--- config.mk ---
export PLATFORM = sky130hd
export DESIGN_NAME = radio_modem_synth_test_regs
export DESIGN_NICKNAME = d
export VERILOG_FILES = /design/src/design/radio_test_pkg.sv /design/src/design/spi_reg_port.sv /design/src/design/radio_modem_synth_test_regs.sv
export SDC_FILE = /design/constraint.sdc
export NUM_CORES = 1
export LEC_CHECK = 0
export ABC_AREA = 1
export BUFFER_PORTS_ARGS = -buffer_cell sky130_fd_sc_hd__buf_4
export CAP_MARGIN = 25
export CORE_MARGIN = 5
export CORE_UTILIZATION = 40
export CTS_CLUSTER_DIAMETER = 50
export DETAILED_ROUTE_END_ITERATION = 7
export PLACE_DENSITY = 0.6
export SLEW_MARGIN = 20
export SYNTH_ARGS = -nofsm -noshare
export SYNTH_HDL_FRONTEND = slang
export SYNTH_SLANG_ARGS = --single-unit
--- constraint.sdc ---
create_clock -name clk -period 2.02 [get_ports clk]
set_clock_uncertainty 0.1 [all_clocks]
set_input_delay 0.101 -clock clk [delete_from_list [all_inputs] [get_ports clk]]
set_output_delay 0.101 -clock clk [all_outputs]
set_load 0.05 [all_outputs]
--- src/design/radio_test_pkg.sv ---
package radio_test_pkg;

	// register port geometry
	localparam int ADDR_W = 7;
	localparam int DATA_W = 8;
	localparam logic [2:0] BIT_LAST = 3'h7;

	// register offsets on the serial port
	localparam logic [6:0] OFS_DEMOD_TEST = 7'h56;
	localparam logic [6:0] OFS_PUMP_FORCE = 7'h57;
	localparam logic [6:0] OFS_PUMP_GAIN = 7'h58;
	localparam logic [6:0] OFS_DIV_TRIM = 7'h59;
	localparam logic [6:0] OFS_VCO_TRIM = 7'h5A;
	localparam logic [6:0] OFS_VCO_CAL = 7'h5B;

	// reset values, and the value read at unmapped offsets
	localparam logic [7:0] RST_DEMOD_TEST = 8'h00;
	localparam logic [7:0] RST_PUMP_FORCE = 8'h00;
	localparam logic [1:0] RST_PUMP_GAIN = 2'h2;
	localparam logic RST_PUMP_OV = 1'b0;
	localparam logic [4:0] RST_PUMP_CORR = 5'h00;
	localparam logic [7:0] RST_DIV_TRIM = 8'h00;
	localparam logic [7:0] RST_VCO_TRIM = 8'h03;
	localparam logic [6:0] RST_VCO_CAL = 7'h00;
	localparam logic [7:0] RD_UNMAPPED = 8'h00;

	// slicer threshold lengths in preamble bits
	localparam logic [3:0] OOK_LEN_LONG = 4'h8;
	localparam logic [3:0] OOK_LEN_SHORT = 4'h4;

	// forced oscillator values while transmitting
	localparam logic [3:0] VCO_CORR_BOOST = 4'hF;
	localparam logic [1:0] VCO_CUR_BOOST = 2'h3;

	typedef struct packed {
		logic bcr_comp_bypass;
		logic slicer_comp_bypass;
		logic dither_pm1_only;
		logic osc_detect_off;
		logic ook_th_long;
		logic dsm_ref_10mhz;
		logic dsm_ref_invert;
		logic disc_toggle_en;
	} demod_test_t;

	typedef struct packed {
		logic pfd_reset;
		logic fbdiv_reset;
		logic force_up;
		logic force_down;
		logic dc_offset_only;
		logic [2:0] dc_current;
	} pump_force_t;

	typedef struct packed {
		logic [1:0] gain;
		logic corr_ov;
		logic [4:0] corr;
	} pump_gain_t;

	typedef struct packed {
		logic corr_boost;
		logic fbdiv_high_cur;
		logic [1:0] div3_trim;
		logic [1:0] div2_trim;
		logic [1:0] div1p5_trim;
	} div_trim_t;

	typedef struct packed {
		logic cur_boost;
		logic corr_ov;
		logic [3:0] corr;
		logic [1:0] cur;
	} vco_trim_t;

endpackage : radio_test_pkg

--- src/design/spi_reg_port.sv ---
module spi_reg_port import radio_test_pkg::*; (
	input wire logic clk, // system clock
	input wire logic rstn, // synchronous reset, active low
	input wire logic ce, // clock enable
	input wire logic sel_n, // serial select pin, active low
	input wire logic sck, // serial clock pin
	input wire logic sdi, // serial data pin from host
	output logic sdo, // serial data toward host
	output logic sdo_oe, // sdo driven while selected
	output logic [ADDR_W-1:0] rd_addr, // address being read
	input wire logic [DATA_W-1:0] rd_data, // read data for rd_addr
	output logic wr_en, // one-cycle write strobe
	output logic [ADDR_W-1:0] wr_addr, // write address
	output logic [DATA_W-1:0] wr_data // write data
);
	logic [2:0] sck_sync_ff;
	logic [1:0] sel_sync_ff;
	logic [1:0] sdi_sync_ff;
	logic [2:0] bit_cnt_ff;
	logic [7:0] in_sh_ff;
	logic [7:0] out_sh_ff;
	logic hdr_done_ff;
	logic is_wr_ff;
	logic load_ff;
	logic [ADDR_W-1:0] addr_ff;
	logic sdo_ff;
	logic oe_ff;
	logic wr_en_ff;
	logic [ADDR_W-1:0] wr_addr_ff;
	logic [DATA_W-1:0] wr_data_ff;
	logic sck_rise;
	logic sck_fall;
	logic active;
	logic [7:0] nxt_byte;

	// pins are asynchronous; the host must keep sck well below clk/8
	always_ff @(posedge clk) begin
		if (!rstn) begin
			sck_sync_ff <= 3'h0;
			sel_sync_ff <= 2'h3;
			sdi_sync_ff <= 2'h0;
		end else if (ce) begin
			sck_sync_ff <= {sck_sync_ff[1:0], sck};
			sel_sync_ff <= {sel_sync_ff[0], sel_n};
			sdi_sync_ff <= {sdi_sync_ff[0], sdi};
		end
	end

	assign sck_rise = sck_sync_ff[1] & ~sck_sync_ff[2];
	assign sck_fall = ~sck_sync_ff[1] & sck_sync_ff[2];
	assign active = ~sel_sync_ff[1];
	assign nxt_byte = {in_sh_ff[6:0], sdi_sync_ff[1]};

	// first byte is write flag and address, then data bytes with auto-increment
	always_ff @(posedge clk) begin
		if (!rstn) begin
			bit_cnt_ff <= 3'h0;
			in_sh_ff <= 8'h00;
			out_sh_ff <= 8'h00;
			hdr_done_ff <= 1'b0;
			is_wr_ff <= 1'b0;
			load_ff <= 1'b0;
			addr_ff <= 7'h00;
			sdo_ff <= 1'b0;
			oe_ff <= 1'b0;
			wr_en_ff <= 1'b0;
			wr_addr_ff <= 7'h00;
			wr_data_ff <= 8'h00;
		end else if (ce) begin
			wr_en_ff <= 1'b0;
			load_ff <= 1'b0;
			oe_ff <= active;
			if (!active) begin
				bit_cnt_ff <= 3'h0;
				hdr_done_ff <= 1'b0;
				sdo_ff <= 1'b0;
			end else begin
				if (sck_rise) begin
					in_sh_ff <= nxt_byte;
					bit_cnt_ff <= bit_cnt_ff + 3'h1;
					if (bit_cnt_ff == BIT_LAST) begin
						load_ff <= 1'b1;
						if (!hdr_done_ff) begin
							hdr_done_ff <= 1'b1;
							is_wr_ff <= nxt_byte[7];
							addr_ff <= nxt_byte[6:0];
						end else begin
							addr_ff <= addr_ff + 7'h01;
							wr_en_ff <= is_wr_ff;
							wr_addr_ff <= addr_ff;
							wr_data_ff <= nxt_byte;
						end
					end
				end
				if (sck_fall) begin
					sdo_ff <= out_sh_ff[7];
					out_sh_ff <= {out_sh_ff[6:0], 1'b0};
				end
				// reload lands one cycle after the byte edge, long before the next fall
				if (load_ff) begin
					out_sh_ff <= rd_data;
				end
			end
		end
	end

	assign sdo = sdo_ff;
	assign sdo_oe = oe_ff;
	assign rd_addr = addr_ff;
	assign wr_en = wr_en_ff;
	assign wr_addr = wr_addr_ff;
	assign wr_data = wr_data_ff;

endmodule : spi_reg_port

--- src/design/radio_modem_synth_test_regs.sv ---
// How it works
// RQ1: bit 7 bypasses clock-recovery phase compensation
// RQ2: bit 6 bypasses slicer phase compensation
// RQ3: dither type picks plus-minus-one-or-zero versus plus-minus-one
// RQ4: oscillation detection runs unless disable bit set
// RQ5: slicer threshold over eight or four bits
// RQ6: reference source ten megahertz or synthesizer
// RQ7: reference inversion bit inverts modulator reference
// RQ8: cleared toggle bit disables discriminator toggling
// RQ9: modem test resets zero, fully read-write
// RQ10: pump force up and down bits
// RQ11: detector and divider resets pass straight through
// RQ12: correction reads applied value without override
// RQ13: override drives and reads written correction
// RQ14: gain resets 10, override 0, correction zero
// RQ15: divider boost forces correction all ones transmitting
// RQ16: oscillator boost forces current trim 11 transmitting
// RQ17: oscillator trim resets 03 with fixed layout
// RQ18: without override, calibration reads internal result
// RQ19: override applies host-written calibration value
// RQ20: calibration bit 7 reads done status
// RQ21: other trim fields stored and driven out
module radio_modem_synth_test_regs import radio_test_pkg::*; (
	input wire logic clk, // system clock
	input wire logic rstn, // synchronous reset, active low
	input wire logic ce, // clock enable, freezes all state when low
	input wire logic spi_sel_n, // serial select pin, active low
	input wire logic spi_sck, // serial clock pin
	input wire logic spi_sdi, // serial data in pin
	output logic spi_sdo, // serial data out pin
	output logic spi_sdo_oe, // high while sdo is driven
	input wire logic tx_active, // transmit or calibration ahead of transmit
	input wire logic [4:0] pump_corr_auto, // correction from pump loop
	input wire logic [6:0] vco_cal_code, // internal calibration result
	input wire logic vco_cal_done, // calibration finished
	output demod_test_t demod_ctrl, // demodulator test controls
	output logic [3:0] ook_th_len, // slicer threshold length in bits
	output pump_force_t pump_force, // pump force and direct controls
	output logic [1:0] pump_gain, // pump current gain
	output logic [4:0] pump_corr_out, // correction applied to pump
	output div_trim_t div_trim, // divider current trims
	output logic [3:0] vco_corr_out, // oscillator current correction
	output logic [1:0] vco_cur_out, // oscillator current trim
	output logic vco_corr_ov, // oscillator correction override
	output logic [6:0] vco_cal_out // calibration value applied
);

	function automatic logic [3:0] boost_nib(input logic en, input logic [3:0] forced, input logic [3:0] plain);
		boost_nib = en ? forced : plain;
	endfunction : boost_nib

	logic [ADDR_W-1:0] rd_addr;
	logic [DATA_W-1:0] rd_data;
	logic wr_en;
	logic [ADDR_W-1:0] wr_addr;
	logic [DATA_W-1:0] wr_data;

	demod_test_t demod_ff;
	pump_force_t pump_force_ff;
	pump_gain_t gain_ff;
	div_trim_t div_ff;
	vco_trim_t vco_ff;
	logic cal_ov_ff;
	logic [6:0] cal_wr_ff;

	logic [3:0] ook_len_ff;
	logic [4:0] pump_corr_ff;
	logic [3:0] vco_corr_ff;
	logic [1:0] vco_cur_ff;
	logic [6:0] vco_cal_ff;

	logic [3:0] nxt_vco_corr;
	logic [3:0] nxt_vco_cur;

	spi_reg_port u_port (
		.clk(clk),
		.rstn(rstn),
		.ce(ce),
		.sel_n(spi_sel_n),
		.sck(spi_sck),
		.sdi(spi_sdi),
		.sdo(spi_sdo),
		.sdo_oe(spi_sdo_oe),
		.rd_addr(rd_addr),
		.rd_data(rd_data),
		.wr_en(wr_en),
		.wr_addr(wr_addr),
		.wr_data(wr_data)
	);

	// modem test: every bit is a plain control toward the demodulator
	always_ff @(posedge clk) begin
		if (!rstn) begin
			demod_ff <= RST_DEMOD_TEST; // RQ9
		end else if (ce && wr_en && wr_addr == OFS_DEMOD_TEST) begin
			demod_ff <= wr_data; // RQ1 RQ2 RQ3 RQ4 RQ6 RQ7 RQ8 RQ9
		end
	end

	// slicer threshold length follows the length bit
	always_ff @(posedge clk) begin
		if (!rstn) begin
			ook_len_ff <= OOK_LEN_SHORT;
		end else if (ce) begin
			ook_len_ff <= demod_ff.ook_th_long ? OOK_LEN_LONG : OOK_LEN_SHORT; // RQ5
		end
	end

	// pump force and direct analog controls
	always_ff @(posedge clk) begin
		if (!rstn) begin
			pump_force_ff <= RST_PUMP_FORCE;
		end else if (ce && wr_en && wr_addr == OFS_PUMP_FORCE) begin
			pump_force_ff <= wr_data; // RQ10 RQ11
		end
	end

	// pump gain, override and host correction value
	always_ff @(posedge clk) begin
		if (!rstn) begin
			gain_ff <= {RST_PUMP_GAIN, RST_PUMP_OV, RST_PUMP_CORR}; // RQ14
		end else if (ce && wr_en && wr_addr == OFS_PUMP_GAIN) begin
			gain_ff <= wr_data;
		end
	end

	// applied pump correction: one register shared by the pump and readback
	always_ff @(posedge clk) begin
		if (!rstn) begin
			pump_corr_ff <= RST_PUMP_CORR; // RQ14
		end else if (ce) begin
			pump_corr_ff <= gain_ff.corr_ov ? gain_ff.corr : pump_corr_auto; // RQ12 RQ13
		end
	end

	// divider trims
	always_ff @(posedge clk) begin
		if (!rstn) begin
			div_ff <= RST_DIV_TRIM;
		end else if (ce && wr_en && wr_addr == OFS_DIV_TRIM) begin
			div_ff <= wr_data; // RQ21
		end
	end

	// oscillator current trim
	always_ff @(posedge clk) begin
		if (!rstn) begin
			vco_ff <= RST_VCO_TRIM; // RQ17
		end else if (ce && wr_en && wr_addr == OFS_VCO_TRIM) begin
			vco_ff <= wr_data; // RQ17
		end
	end

	// boosts only bite while transmitting; stored fields stay as written
	assign nxt_vco_corr = boost_nib(div_ff.corr_boost && tx_active, VCO_CORR_BOOST, vco_ff.corr);
	assign nxt_vco_cur = boost_nib(vco_ff.cur_boost && tx_active, {2'h0, VCO_CUR_BOOST}, {2'h0, vco_ff.cur});

	always_ff @(posedge clk) begin
		if (!rstn) begin
			vco_corr_ff <= RST_VCO_TRIM[5:2];
			vco_cur_ff <= RST_VCO_TRIM[1:0];
		end else if (ce) begin
			vco_corr_ff <= nxt_vco_corr; // RQ15
			vco_cur_ff <= nxt_vco_cur[1:0]; // RQ16
		end
	end

	// calibration override and host value
	always_ff @(posedge clk) begin
		if (!rstn) begin
			cal_ov_ff <= 1'b0;
			cal_wr_ff <= RST_VCO_CAL;
		end else if (ce && wr_en && wr_addr == OFS_VCO_CAL) begin
			cal_ov_ff <= wr_data[7];
			cal_wr_ff <= wr_data[6:0]; // RQ19
		end
	end

	// applied calibration value, also what software reads back
	always_ff @(posedge clk) begin
		if (!rstn) begin
			vco_cal_ff <= RST_VCO_CAL;
		end else if (ce) begin
			vco_cal_ff <= cal_ov_ff ? cal_wr_ff : vco_cal_code; // RQ18 RQ19
		end
	end

	// read side; the override bit is write-only, its read position carries done
	always_comb begin
		case (rd_addr)
			OFS_DEMOD_TEST: rd_data = demod_ff; // RQ9
			OFS_PUMP_FORCE: rd_data = pump_force_ff;
			OFS_PUMP_GAIN: rd_data = {gain_ff.gain, gain_ff.corr_ov, pump_corr_ff}; // RQ12 RQ13
			OFS_DIV_TRIM: rd_data = div_ff;
			OFS_VCO_TRIM: rd_data = vco_ff;
			OFS_VCO_CAL: rd_data = {vco_cal_done, vco_cal_ff}; // RQ18 RQ20
			default: rd_data = RD_UNMAPPED;
		endcase
	end

	assign demod_ctrl = demod_ff;
	assign ook_th_len = ook_len_ff;
	assign pump_force = pump_force_ff; // RQ11
	assign pump_gain = gain_ff.gain;
	assign pump_corr_out = pump_corr_ff;
	assign div_trim = div_ff;
	assign vco_corr_out = vco_corr_ff;
	assign vco_cur_out = vco_cur_ff;
	assign vco_corr_ov = vco_ff.corr_ov;
	assign vco_cal_out = vco_cal_ff;
endmodule : radio_modem_synth_test_regs

# Word-level counts from Yosys, hierarchy flattened
# Index checks and enable logic that the tools add are counted.
word_totals:
  in_bits: 20
  regBits: 123
  word_cells: 113
  output_inout_bits: 51
classes:
  n_eq_ne: 13
  n_addsub: 2
  n_bitwise: 6
  muxes: 23
  n_reduce_logical: 21
ops:
  columns: ["operator", "n"]
  rows:
  - ["equality test 7 bit, second input constant", 12]
  - ["one-hot mux 8 bit (6 select lines)", 1]
  - ["two-way mux 8 bit", 2]
  - ["two-way mux 7 bit", 2]
  - ["two-way mux 1 bit", 12]
  - ["AND reduction 5 bit", 2]
  - ["logical AND 1 bit", 9]
  - ["AND reduction 3 bit", 3]
  - ["two-way mux 4 bit", 2]
  - ["nonzero test 2 bit", 4]
  - ["adder 7 x 1 -> 7 bit, second input constant", 1]
  - ["two-way mux 3 bit", 2]
  - ["two-way mux 5 bit", 1]
  - ["inverter 1 bit", 4]
  - ["AND reduction 2 bit", 2]
  - ["AND reduction 4 bit", 1]
  - ["adder 3 x 1 -> 3 bit, second input constant", 1]
  - ["equality test 3 bit, second input constant", 1]
  - ["AND 1 bit", 2]
  - ["two-way mux 2 bit", 1]

# Longest topological paths before layout
logic_depth:
  word_depth: 4
  mapped_depth: 10
  depth_no_buf: 10

# Modules after synthesis
# From an unflattened synthesis, not the netlist that was laid out.
hier_totals:
  cells_unflattened: 797
  area_unflattened_um2: 5545.3
by_module_without_submodules:
  columns: ["mod", "area_each_um2", "instances", "cells_per_inst", "seq_area_each_um2"]
  rows:
  - ["radio_modem_synth_test_regs", 3340.7, 1, 507, 1361.3]
  - ["spi_reg_port", 2204.6, 1, 290, 1061.0]

# Least setup slack after synthesis
# Ideal clock, no wire load.
synth_path:
  path_kind: "reg-to-reg"
  startpoint: "register u_port.bit_cnt_ff[0]"
  endpoint: "register u_port.addr_ff[3] (netlist: u_port.rd_addr[3])"
  setup_time_ns: 0.128
  stages_incl_launch_ff: 9
  period_less_slack_ns: 1.517
  arrival_time_ns: 1.290
  setup_slack_ns: 0.503
  required_ns: 1.792
  path_cell_list: "dfxtp_1 -> ha_1 -> ha_1 -> nand2_4 -> nor2_4 -> buf_6 -> buf_6 -> a21oi_1 -> nor2_1"
synth_between:
  elab_chain_cells: 2
synth_rtl:
  columns: ["element", "line", "source"]
  rows:
  - ["start: declaration", "spi_reg_port.sv:19", "logic [2:0] bit_cnt_ff;"]
  - ["start signal: assignment", "spi_reg_port.sv:80", "bit_cnt_ff <= bit_cnt_ff + 3'h1;"]
  - ["equality test 3 bit", "spi_reg_port.sv:81", "if (bit_cnt_ff == BIT_LAST) begin"]
  - ["AND reduction 4 bit (no source line)", null, null]
  - ["end signal: assignment", "spi_reg_port.sv:86", "addr_ff <= nxt_byte[6:0];"]
  - ["end signal: assignment", "spi_reg_port.sv:88", "addr_ff <= addr_ff + 7'h01;"]
  - ["end: declaration", "spi_reg_port.sv:25", "logic [ADDR_W-1:0] addr_ff;"]
# No other way between the ends.
# A chain may end at the register's enable or synchronous reset.

# Final worst setup path
layout_path:
  startpoint: "register u_port.addr_ff[0] (netlist: u_port.rd_addr[0])"
  endpoint: "register u_port.out_sh_ff[4]"
layout_between:
  elab_chain_cells: 3
  elab_cells_between_ends: 8
  cone_classes: "6 x eq/ne; 2 x mux"
layout_rtl:
  columns: ["element", "line", "source"]
  rows:
  - ["equality test 7 bit", "radio_modem_synth_test_regs.sv:190", "case (rd_addr)"]
  - ["one-hot mux 8 bit (6 select lines) (*)", "radio_modem_synth_test_regs.sv:190", null]
  - ["two-way mux 8 bit (*)", "spi_reg_port.sv:100", "if (load_ff) begin"]
  - ["end signal: assignment", "spi_reg_port.sv:97", "out_sh_ff <= {out_sh_ff[6:0], 1'b0};"]
  - ["end signal: assignment", "spi_reg_port.sv:101", "out_sh_ff <= rd_data;"]
  - ["end: declaration", "spi_reg_port.sv:21", "logic [7:0] out_sh_ff;"]
# Every way passes the cells marked *; elsewhere a longest branch is shown, timed or not.

==> results.yml <==
timing:
  fmax_mhz: 577.6
  finalSetupTns_ns: 0
  fin_ws_ns: 0.2887
  slew_violations: 0
  finalSetupViolations: 0
  period_minus_slack_ns: 1.731
  finalCritPeriodShare_pct: 85.71
  rsz0062_at_grt: "false"
  holdWs_ns: 0.08737
  finalHoldViolCount: 0
clock_tree:
  cts_tree: "done"
  cts_made_buffers: 17
  cts-root-buf: "clkbuf_16"
  clk_pin_slew_ns: 0.05
  h-tree-depth: 4
  max-clock-path-buffers: 2
  insertion_delay_ns: 0.41
  cts.sinks: 121
critical_path:
  path_class: "reg2reg"
  cp-start-kind: "register"
  reg2reg_to: "u_port.out_sh_ff[4]"
  reg2reg_from: "u_port.rd_addr[0]"
  cp_max_fo: 8
  r2r_setup_slack_ns: 0.29
  reg2reg_depth: 11
  required_ns: 2.21
  arrival_ns: 1.92
  end_kind: "register"
grt:
  overflow: 0
  antenna_found_initial: 0
  grt_pass1_wl_um: 24980
  grt_max_degree: 50
  grt_pass1_vias: 4640
  grt_util_all_layers_pct: 20.20
logic_synthesis:
  synth.distinct_cells: 27
  yosys-top-cells-area: "dfxtp_1, nand2_1, o21ai_0"
  seq_area_frac_synth_pct: 46.22
  synthArstFlopShare_pct: 0
  synth_common_cells: "nand2_1, dfxtp_1, o21ai_0"
  yosysWarnings: 0
  synth_edf_count: 0
  synth_top_area_share_pct: 46.22
  synth_area_leader_cell: "dfxtp_1"
  synth.avg_cell_area_um2: 7.361
  post-synth-top-count-cell: "nand2_1"
  synth_flop_cell: "dfxtp_1"
  synth-seq-cells: 121
  synthCells: 712
  syn_area_um2: 5241
route:
  final_antenna_net_count: 0
  wl_per_cell_um: 15.96
  drtIter0Drc: 412
  wl_um: 15690
  drc: 0
  vias: 4971
  vias_per_cell: 5.057
  first_pass_iters: 5
power:
  ir_worst_vdd_mv: 0.4540
  intPower_uw: 4456
  p_sw_share_pct: 22.13
  power.density_nw_per_um2: 854.5
  leakage_uw: 0.002851
  power_frac_seq_pct: 42.8
  p_switching_uw: 1267
  p_comb_share_pct: 5.7
  clockPowerShare_pct: 51.5
cells_and_area:
  nets: 826
  fin_util_pct: 52.65
  n_fill_cell: 1263
  final_layout_size_suffix_gt1_share_pct: 16.52
  antenna_cells: 0
  syn2layout_area_growth_pct: 27.79
placed_design:
  dp_slack_ns: 0.2579
  place_hpwl_um: 11310
  gp_congestion: 0.8841
  io_buffers: 68
status:
  status: "complete, no violations"
die:
  dieArea_um2: 15490
  core_area_um2: 12720
  io_pins: 71
  row_count: 41
  start_util_pct: 41.20
  die_y_um: 124.5
  die_width_um: 124.5
min_path:
  holdPathEnd: "u_port.out_sh_ff[7]"
  hold_class: "in2reg"
  min_path_cells: 7
  min_from: "vco_cal_done"
job:
  drv_cap: 0
-- timing repair --
action,4_1_cts,5_1_grt
setup endpoints to repair,0,1
hold buffers,21,0
buffers inserted,0,0
hold endpoints to repair,26,0
gates resized for setup,0,1
-- critical path, stage by stage (launching register included) --
cell     delay, ns
dfxtp_1       0.40
inv_1         0.11
ha_1          0.20
inv_1         0.07
nor2_1        0.05
buf_4         0.17
nand3_1       0.07
nand2_1       0.06
nor2_1        0.18
nand2_1       0.08
nand2_1       0.07
a21oi_2       0.05
-- power groups by stage --
stage / sequential [µW] / clock (µW) / combinational [µW]
6_report: 2450 / 2950 / 326
5_1_grt: 2450 / 3090 / 354
4_1_cts: 2450 / 2990 / 326
3_5_place_dp: 2500 / 0 / 295
3_3_place_gp: 2500 / 0 / 291
2_1_floorplan: 2570 / 0 / 124
-- placed cells by master (no fill, tap or decap), types with 17 or more instances in the layout --
master,count
a21oi_1,86
buf_4,86
clkbuf_16,17
dfxtp_1,121
dlygate4sd3_1,21
inv_1,78
nand2_1,124
nand3_1,52
nor2_1,64
o21ai_0,88
-- per-layer routing --
layer  routed length [µm]  GRT usage (%)  up-vias  share of wire, %
met4                  392          7.866        0               2.5
met1                 7350          26.69     2297                47
met5                    0              0        -                 0
li1                     -              -     2512                 -
met3                  835          5.617       27               5.3
met2                 7109          31.30      135                45
-- registers in the layout, indices dropped and copies added (netlist names), 2 cells and up --
| name | cells |
|---|---|
| vco_corr_out | 4 |
| ook_th_len | 2 |
| u_port.wr_addr | 7 |
| u_port.rd_addr | 7 |
| gain_ff | 6 |
| u_port.in_sh_ff | 7 |
| cal_wr_ff | 7 |
| demod_ctrl | 8 |
| pump_gain | 2 |
| div_trim | 8 |
| u_port.bit_cnt_ff | 3 |
| vco_cur_out | 2 |
| vco_ff | 7 |
| u_port.sdi_sync_ff | 2 |
| u_port.out_sh_ff | 8 |
| pump_corr_out | 5 |
| pump_force | 8 |
| vco_cal_out | 7 |
| u_port.wr_data | 8 |
| u_port.sel_sync_ff | 2 |
| u_port.sck_sync_ff | 3 |
-- worst max path at each step --
stage               slack (ns)                  end            startpoint  cells past startpoint
finish                    0.29  u_port.out_sh_ff[4]     u_port.rd_addr[0]                     11
global route              0.13          vco_corr_ov                    ce                      8
CTS                       0.24  u_port.out_sh_ff[5]     u_port.rd_addr[1]                     10
detailed placement        0.26  u_port.out_sh_ff[5]     u_port.rd_addr[1]                     10
global placement          0.28  u_port.out_sh_ff[4]     u_port.rd_addr[0]                     11
floorplan                 0.50    u_port.rd_addr[3]  u_port.bit_cnt_ff[0]                      8
-- layout make-up --
class                   instances  area [µm²]  area share, %
flip-flops and latches        121        2422          36.17
multi-input cells             472        2317          34.60
repair buffers                108       875.8          13.08
clock buffers                  21       440.4          6.576
inverters                      80       300.3          4.483
well taps                     172       215.2          3.213
clock inverters                 9       126.4          1.887
-- kinds of logic after synthesis --
group	after synthesis	synth area share (%)
adders and majority gates	6	1.432
other	1	0.07155
and+or+nand+nor	256	21.08
AOI/OAI and AO/OA	204	20.84
xor gates and xnor gates	4	0.6683
DFF	121	46.22
buffers and inverters	120	9.692
-- stage by stage --
step	power (µW)	area, µm²	cells
after floorplan	2690	5245	713
after global placement	2791	5918	932
after detailed placement	2795	5918	932
after CTS	5764	6695	983
after global routing	5897	6698	983
final	5723	6698	983
Note: power is estimated with default switching activity, not from simulation.
